$ cat config.mk
export PLATFORM = sky130hd
export DESIGN_NAME = dgrp_core
export DESIGN_NICKNAME = d
export VERILOG_FILES = /design/src/dgrp_pkg.sv /design/src/dgrp_core.sv
export VERILOG_INCLUDE_DIRS = /design/src
export SDC_FILE = /design/constraint.sdc
export NUM_CORES = 1
export LEC_CHECK = 0
export ABC_AREA = 1
export BUFFER_PORTS_ARGS = -buffer_cell sky130_fd_sc_hd__buf_2
export CORE_MARGIN = 10
export CORE_UTILIZATION = 24
export DETAILED_ROUTE_END_ITERATION = 8
export GPL_TIMING_DRIVEN = 0
export PLACE_DENSITY = 0.37
export SLEW_MARGIN = 0
export SYNTH_ARGS = -nofsm -noshare
export SYNTH_HDL_FRONTEND = slang
export SYNTH_SLANG_ARGS = --single-unit
$ cat constraint.sdc
create_clock -name ref_clk_in -period 2.2 [get_ports ref_clk_in]
set_input_delay 0.11 -clock ref_clk_in [delete_from_list [all_inputs] [get_ports ref_clk_in]]
set_output_delay 0.11 -clock ref_clk_in [all_outputs]
set_load 0.01 [all_outputs]
$ cat src/dgrp_consts.svh
// Timing counts and field positions for the gear-down/refresh block
// Assumes a 50 MHz command clock
`ifndef DGRP_CONSTS_SVH
`define DGRP_CONSTS_SVH
`define DGRP_CLK_PERIOD_PS      20000
`define DGRP_PAR_EXIT_NS        6
`define DGRP_PAR_EXIT_CK_MIN    4
`define DGRP_PAR_EXIT_CYC  ((`DGRP_PAR_EXIT_NS*1000+`DGRP_CLK_PERIOD_PS-1)/`DGRP_CLK_PERIOD_PS)
`define DGRP_GEARDOWN_BIT       3
`define DGRP_SR_ABORT_BIT       9
`define DGRP_SYNC_GEAR_CYC      8
`define DGRP_CMD_GEAR_CYC       8
`define DGRP_RFC_CYC            18
`define DGRP_ROW_W              16
`endif

$ cat src/dgrp_pkg.sv
// Types for the gear-down/refresh block
// Assumes dgrp_consts.svh is compiled alongside
package dgrp_pkg;
  typedef enum logic [2:0] {
    DGRP_HALF,
    DGRP_WAIT_SYNC,
    DGRP_SYNC_GEAR,
    DGRP_CMD_GEAR,
    DGRP_QUARTER
  } dgrp_gear_e;
endpackage

$ cat src/dgrp_core.sv
// Command-side control: gear-down, refresh, parity power-down exit
// Assumes commands arrive already sampled on ref_clk_in
//
// Operation
// - Quarter-rate mode chosen by mode_reg_three bit 3, at init/exit only
// - Device starts in half-rate mode without any write or sync
// - Initialization continues quarter-rate after command-gear delay
// - Self refresh returns device to half-rate; exit delay precedes write
// - Exit delay is normal when mode_reg_four bit 9 clear, abort if set
// - Refresh decoded from CS, RAS, CAS low and WE, ACT high
// - Rows come from an internal counter; banks left idle afterwards
`timescale 1ns/100ps
`default_nettype none
`include "dgrp_consts.svh"
module dgrp_core #(
  parameter int ROW_W = `DGRP_ROW_W,
  parameter int RFC_CYC = `DGRP_RFC_CYC
) (
  input  wire logic             ref_clk_in,
  input  wire logic             reset_in,
  input  wire logic             cs_n_in,
  input  wire logic             act_n_in,
  input  wire logic             ras_n_in,
  input  wire logic             cas_n_in,
  input  wire logic             we_n_in,
  input  wire logic             cke_in,
  input  wire logic             mrs_three_in,
  input  wire logic [13:0]      mrs_data_in,
  input  wire logic             self_refresh_in,
  input  wire logic             sr_abort_in,
  input  wire logic             parity_en_in,
  input  wire logic [3:0]       parity_latency_in,
  output logic                  quarter_rate_out,
  output logic                  gear_busy_out,
  output logic                  refresh_busy_out,
  output logic [ROW_W-1:0]      refresh_row_out,
  output logic                  banks_idle_out,
  output logic                  pd_exit_busy_out,
  output logic                  exit_abort_out
);
  // ----------------------------------------------------------------
  // Input synchronisers
  // ----------------------------------------------------------------
  logic [6:0] in_m_r, in_s_r;
  always_ff @(posedge ref_clk_in) begin
    in_m_r <= {cs_n_in, act_n_in, ras_n_in, cas_n_in, we_n_in,
               cke_in, self_refresh_in};
    in_s_r <= in_m_r;
  end
  logic cs_n, act_n, ras_n, cas_n, we_n, cke, sr;
  assign {cs_n, act_n, ras_n, cas_n, we_n, cke, sr} = in_s_r;

  // ----------------------------------------------------------------
  // Refresh decode and cycle
  // ----------------------------------------------------------------
  function automatic logic is_refresh(input logic c, a, r, s, w);
    is_refresh = !c && a && !r && !s && w;
  endfunction
  logic ref_cmd;
  assign ref_cmd = is_refresh(cs_n, act_n, ras_n, cas_n, we_n);

  logic [7:0]       rfc_r, rfc_nxt;
  logic [ROW_W-1:0] row_r, row_nxt;
  always_comb begin
    rfc_nxt = rfc_r;
    row_nxt = row_r;
    if (ref_cmd && rfc_r == 8'h00) begin
      rfc_nxt = 8'(RFC_CYC);
      row_nxt = row_r + 1'b1;
    end else if (rfc_r != 8'h00) begin
      rfc_nxt = rfc_r - 8'h01;
    end
  end
  always_ff @(posedge ref_clk_in) begin
    if (reset_in) begin
      rfc_r <= 8'h00;
      row_r <= '0;
    end else begin
      rfc_r <= rfc_nxt;
      row_r <= row_nxt;
    end
  end
  assign refresh_busy_out = (rfc_r != 8'h00);
  assign refresh_row_out  = row_r;
  assign banks_idle_out   = (rfc_r == 8'h00);

  // ----------------------------------------------------------------
  // Gear-down control
  // ----------------------------------------------------------------
  dgrp_pkg::dgrp_gear_e gear_r, gear_nxt;
  logic [7:0] gcnt_r, gcnt_nxt;
  logic       sr_d_r, sr_d_nxt, allow_r, allow_nxt, abort_r, abort_nxt;
  logic       sync_pulse;
  assign sync_pulse = !cs_n && act_n && ras_n && cas_n && we_n;
  always_comb begin
    gear_nxt  = gear_r;
    gcnt_nxt  = gcnt_r + 8'h01;
    sr_d_nxt  = sr;
    allow_nxt = allow_r;
    abort_nxt = abort_r;
    if (sr && !sr_d_r) allow_nxt = 1'b0;
    if (!sr && sr_d_r) allow_nxt = 1'b1;
    // Exit delay select follows mode_reg_four abort bit
    abort_nxt = sr_abort_in;
    if (sr) begin
      gear_nxt = dgrp_pkg::DGRP_HALF;
    end else begin
      case (gear_r)
        dgrp_pkg::DGRP_HALF: begin
          if (mrs_three_in && allow_r &&
              mrs_data_in[`DGRP_GEARDOWN_BIT]) begin
            gear_nxt = dgrp_pkg::DGRP_WAIT_SYNC;
            gcnt_nxt = 8'h01;
          end
        end
        dgrp_pkg::DGRP_WAIT_SYNC: begin
          if (sync_pulse && !gcnt_r[0]) begin
            gear_nxt = dgrp_pkg::DGRP_SYNC_GEAR;
            gcnt_nxt = 8'h00;
          end
        end
        dgrp_pkg::DGRP_SYNC_GEAR: begin
          if (gcnt_r == 8'(`DGRP_SYNC_GEAR_CYC - 1)) begin
            gear_nxt = dgrp_pkg::DGRP_CMD_GEAR;
            gcnt_nxt = 8'h00;
          end
        end
        dgrp_pkg::DGRP_CMD_GEAR: begin
          if (gcnt_r == 8'(`DGRP_CMD_GEAR_CYC - 1)) begin
            gear_nxt  = dgrp_pkg::DGRP_QUARTER;
            allow_nxt = 1'b0;
          end
        end
        dgrp_pkg::DGRP_QUARTER: begin
          gear_nxt = dgrp_pkg::DGRP_QUARTER;
        end
        default: gear_nxt = dgrp_pkg::DGRP_HALF;
      endcase
    end
  end
  always_ff @(posedge ref_clk_in) begin
    if (reset_in) begin
      gear_r  <= dgrp_pkg::DGRP_HALF;
      gcnt_r  <= 8'h00;
      sr_d_r  <= 1'b0;
      allow_r <= 1'b1;
      abort_r <= 1'b0;
    end else begin
      gear_r  <= gear_nxt;
      gcnt_r  <= gcnt_nxt;
      sr_d_r  <= sr_d_nxt;
      allow_r <= allow_nxt;
      abort_r <= abort_nxt;
    end
  end
  assign quarter_rate_out = (gear_r == dgrp_pkg::DGRP_QUARTER);
  assign gear_busy_out    = (gear_r == dgrp_pkg::DGRP_SYNC_GEAR) ||
                            (gear_r == dgrp_pkg::DGRP_CMD_GEAR);
  assign exit_abort_out   = abort_r;

  // ----------------------------------------------------------------
  // Power-down exit with parity
  // ----------------------------------------------------------------
  localparam int PAR_BASE = (`DGRP_PAR_EXIT_CYC > `DGRP_PAR_EXIT_CK_MIN) ?
                            `DGRP_PAR_EXIT_CYC : `DGRP_PAR_EXIT_CK_MIN;
  logic [4:0] pd_r, pd_nxt;
  logic       cke_d_r, cke_d_nxt;
  always_comb begin
    cke_d_nxt = cke;
    pd_nxt = (pd_r != 5'h00) ? pd_r - 5'h01 : 5'h00;
    if (cke && !cke_d_r && parity_en_in)
      pd_nxt = 5'(PAR_BASE) + {1'b0, parity_latency_in};
  end
  always_ff @(posedge ref_clk_in) begin
    if (reset_in) begin
      pd_r    <= 5'h00;
      cke_d_r <= 1'b1;
    end else begin
      pd_r    <= pd_nxt;
      cke_d_r <= cke_d_nxt;
    end
  end
  assign pd_exit_busy_out = (pd_r != 5'h00);
endmodule
`default_nettype wire

==> metrics.txt <==
status=finished clean; Worst VDD drop=355.2 uV; Yosys Warn Count=0; crit-path cells=inv_1 -> ha_1 -> nand2_2 -> nor2_4 -> inv_2 -> nor2_4 -> nand2_2 -> buf_6 -> nand2_1 -> a21oi_2; die footprint=0.01589 mm2; Residual DRC=0; post-synthesis mux area share=0%; CP startpoint=rfc_r[0]; Tcrit/Tclk final=75.97%; fill count=1220; top cell type's share of synthesized area=43.00%; slowest stage cell on the critical path=dfxtp_1; Critical R2R Launch=rfc_r[0]; post-DP HPWL=5042 um; Final Setup Violations=0; final hold vios=0; simple logic cell fraction of the synthesized area=32.85%; Routed Antenna Nets=0; syn_area_per_cell=7.377 um2; CTS max path bufs=2; worst slew pin tran=0.8484 ns; first-pass GRT wire length=11430 um; Hold WC Path Type=primary input to register; largest area contributor in the netlist=dfxtp_1; worst hold margin=0.06270 ns; sequential area share after synthesis=43.00%; I/O pins=52; Critical Path AT=1.84 ns; Async SR Flop Fraction=0%; Worst Path Max Fanout=10; ant diodes=0; num rows=38; fin. max-slew vios=0; Crit path required time=2.37 ns; max_slew headroom=43.44%; Initial Utilization=24.69%; WS Path Type=register to register; overall routing resource usage=8.854%; unrepaired setup endpoints after global routing=no; IO Port Bufs=38; Detailed Route WL=6721 um; Die X=126.1 um; EDFF count, synth=0; clock latency on the worst-skew pair=0.32 ns; minimum period implied by the final worst setup slack=1.671 ns; Hold Startpoint=parity_latency_in[1]; via count=2339; Die Span Y=126.1 um; compound-gate portion of the synthesized area=9.453%; clock buffer count from CTS=9; clk root buf=clkbuf_16; Layout Skew=0.005200 ns; DRT Pass-1 Iters=4; post-CTS sizing=0; global placement routability congestion=0.7736; Clock Sinks=58; max_cap viols=0; H-tree depth=3; Synth area leaders=dfxtp_1 (43%), nand2_1 (12%), nor2_1 (7.4%); FMAX=598.3 MHz; crit end category=register; core footprint=0.01094 mm2; Post-Synth XOR/XNOR Area=4.541%; Leakage Power=0.001486 uW; number of cells after detailed placement=544; most frequent cell after synthesis=nand2_1; pwr dens=968.5 mW/mm2; list of most frequent post-synthesis cells=nand2_1 (88), dfxtp_1 (58), nor2_1 (53); DR iter-0 viols=89; synth-to-layout area growth=27.11%; vias in the first global route=2381; Final #Nets=458; DR vias/cell=4.125; WL per Instance=11.85 um; max incr delay on CP=0.32 ns; Unique masters post-synth=26; Setup TNS=0 ns; largest family of logic cells by synthesized area=simple AND/OR/NAND/NOR gates; #FFs+latches synth=58; fin cells=567; largest net degree at the start of global routing=11; CP Launch Type=register; layout cells sized above 1=21.31%; Setup WS post-layout=0.5286 ns; adder-cell share of the synthesized area=2.317%; worst slack at placement=0.5059 ns; ys flop type=dfxtp_1; CTS tree=done; Mapped Area=0.002700 mm2; Syn Nets=401; initial antenna violation count=0; clock slew at reported path FFs=0.05 ns; GRT Residual Overflow=0; Post-Syn Instances=366
per-layer routing:
metal	track usage, %	vias up	part of all wire [%]
li1	-	1273	-
met1	11.31	1018	51
met2	13.19	39	43
met3	3.314	9	4.8
met4	3.416	0	1.6
met5	0	-	0
layout make-up:
cell class / instances / area, um2 / share of cell area (%)
multi-input cells: 258 / 1328 / 38.68
well taps: 140 / 175.2 / 5.104
plain buffers: 5 / 42.54 / 1.240
inverters: 45 / 168.9 / 4.922
flip-flops and latches: 58 / 1161 / 33.83
repair buffers: 46 / 270.3 / 7.875
clock inverters: 3 / 40.04 / 1.167
clock buffers: 12 / 246.5 / 7.182
layout by cell type (no fill, tap or decap), types with 2 or more instances in the layout:
| cell | instances |
|---|---|
| nor3_1 | 4 |
| nor2_2 | 2 |
| nand4_1 | 6 |
| nand2_1 | 88 |
| dfxtp_1 | 58 |
| a21oi_2 | 11 |
| inv_1 | 41 |
| dlygate4sd3_1 | 8 |
| ha_1 | 5 |
| buf_2 | 38 |
| xnor2_1 | 2 |
| xor2_1 | 12 |
| nor2_1 | 53 |
| or2_2 | 4 |
| o21ai_0 | 14 |
| clkinv_2 | 2 |
| a21oi_1 | 13 |
| nand2_2 | 12 |
| nor2_4 | 3 |
| clkbuf_1 | 5 |
| inv_2 | 4 |
| nand3_1 | 22 |
| a31oi_1 | 3 |
| clkbuf_16 | 9 |
power by group:
part / switching, uW / internal [uW] / total, uW
clock network: 455 / 896 / 1350
logic: 449 / 296 / 745
registers: 65.7 / 1160 / 1230
total: 969 / 2350 / 3320
worst max-delay path: cells and delay by family (launching register included):
family,cells,cell delay (ns)
and+or+nand+nor,5,0.60
buffers and inverters,3,0.34
DFF,1,0.32
adders and majority gates,1,0.20
AOI/OAI and AO/OA,1,0.05
cells by family (layout without fill, tap and decap cells):
logic type	Yosys count	count (layout)
and+or+nand+nor	197	197
DFF	58	58
buffers and inverters	50	111
AOI/OAI and AO/OA	42	42
xor gates and xnor gates	14	14
adders and majority gates	5	5
worst paths after layout:
check / depth (start not counted) / end / slack, ns
worst max-delay path: 10 / refresh_row_out[10] / 0.53
worst min register to register: 0 / in_s_r[3] / 0.32
worst max register to register: 10 / refresh_row_out[10] / 0.53
worst min-delay path: 3 / pd_r[1] / 0.06
sequential cells by signal, indices dropped and copies added (netlist names):
| signal | count |
|---|---|
| allow_r | 1 |
| exit_abort_out | 1 |
| pd_r | 5 |
| cke_d_r | 1 |
| in_m_r | 7 |
| in_s_r | 7 |
| sr_d_r | 1 |
| gcnt_r | 8 |
| rfc_r | 8 |
| gear_r | 3 |
| refresh_row_out | 16 |
per-stage QoR:
| step | util [%] | power, uW | cell area [um2] |
|---|---|---|---|
| after detailed placement | 28.03 | 2000 | 3065 |
| after global routing | 31.38 | 3548 | 3432 |
| final | 31.38 | 3324 | 3432 |
| after global placement | 28.03 | 1995 | 3065 |
| after floorplan | - | 1820 | 2700 |
| after CTS | 31.38 | 3386 | 3432 |
timing repair:
item	4_1_cts	5_1_grt
endpoints found under the hold margin	8	0
hold buffers	8	0
buffers inserted	0	0
(Power assumes the default switching activity.)
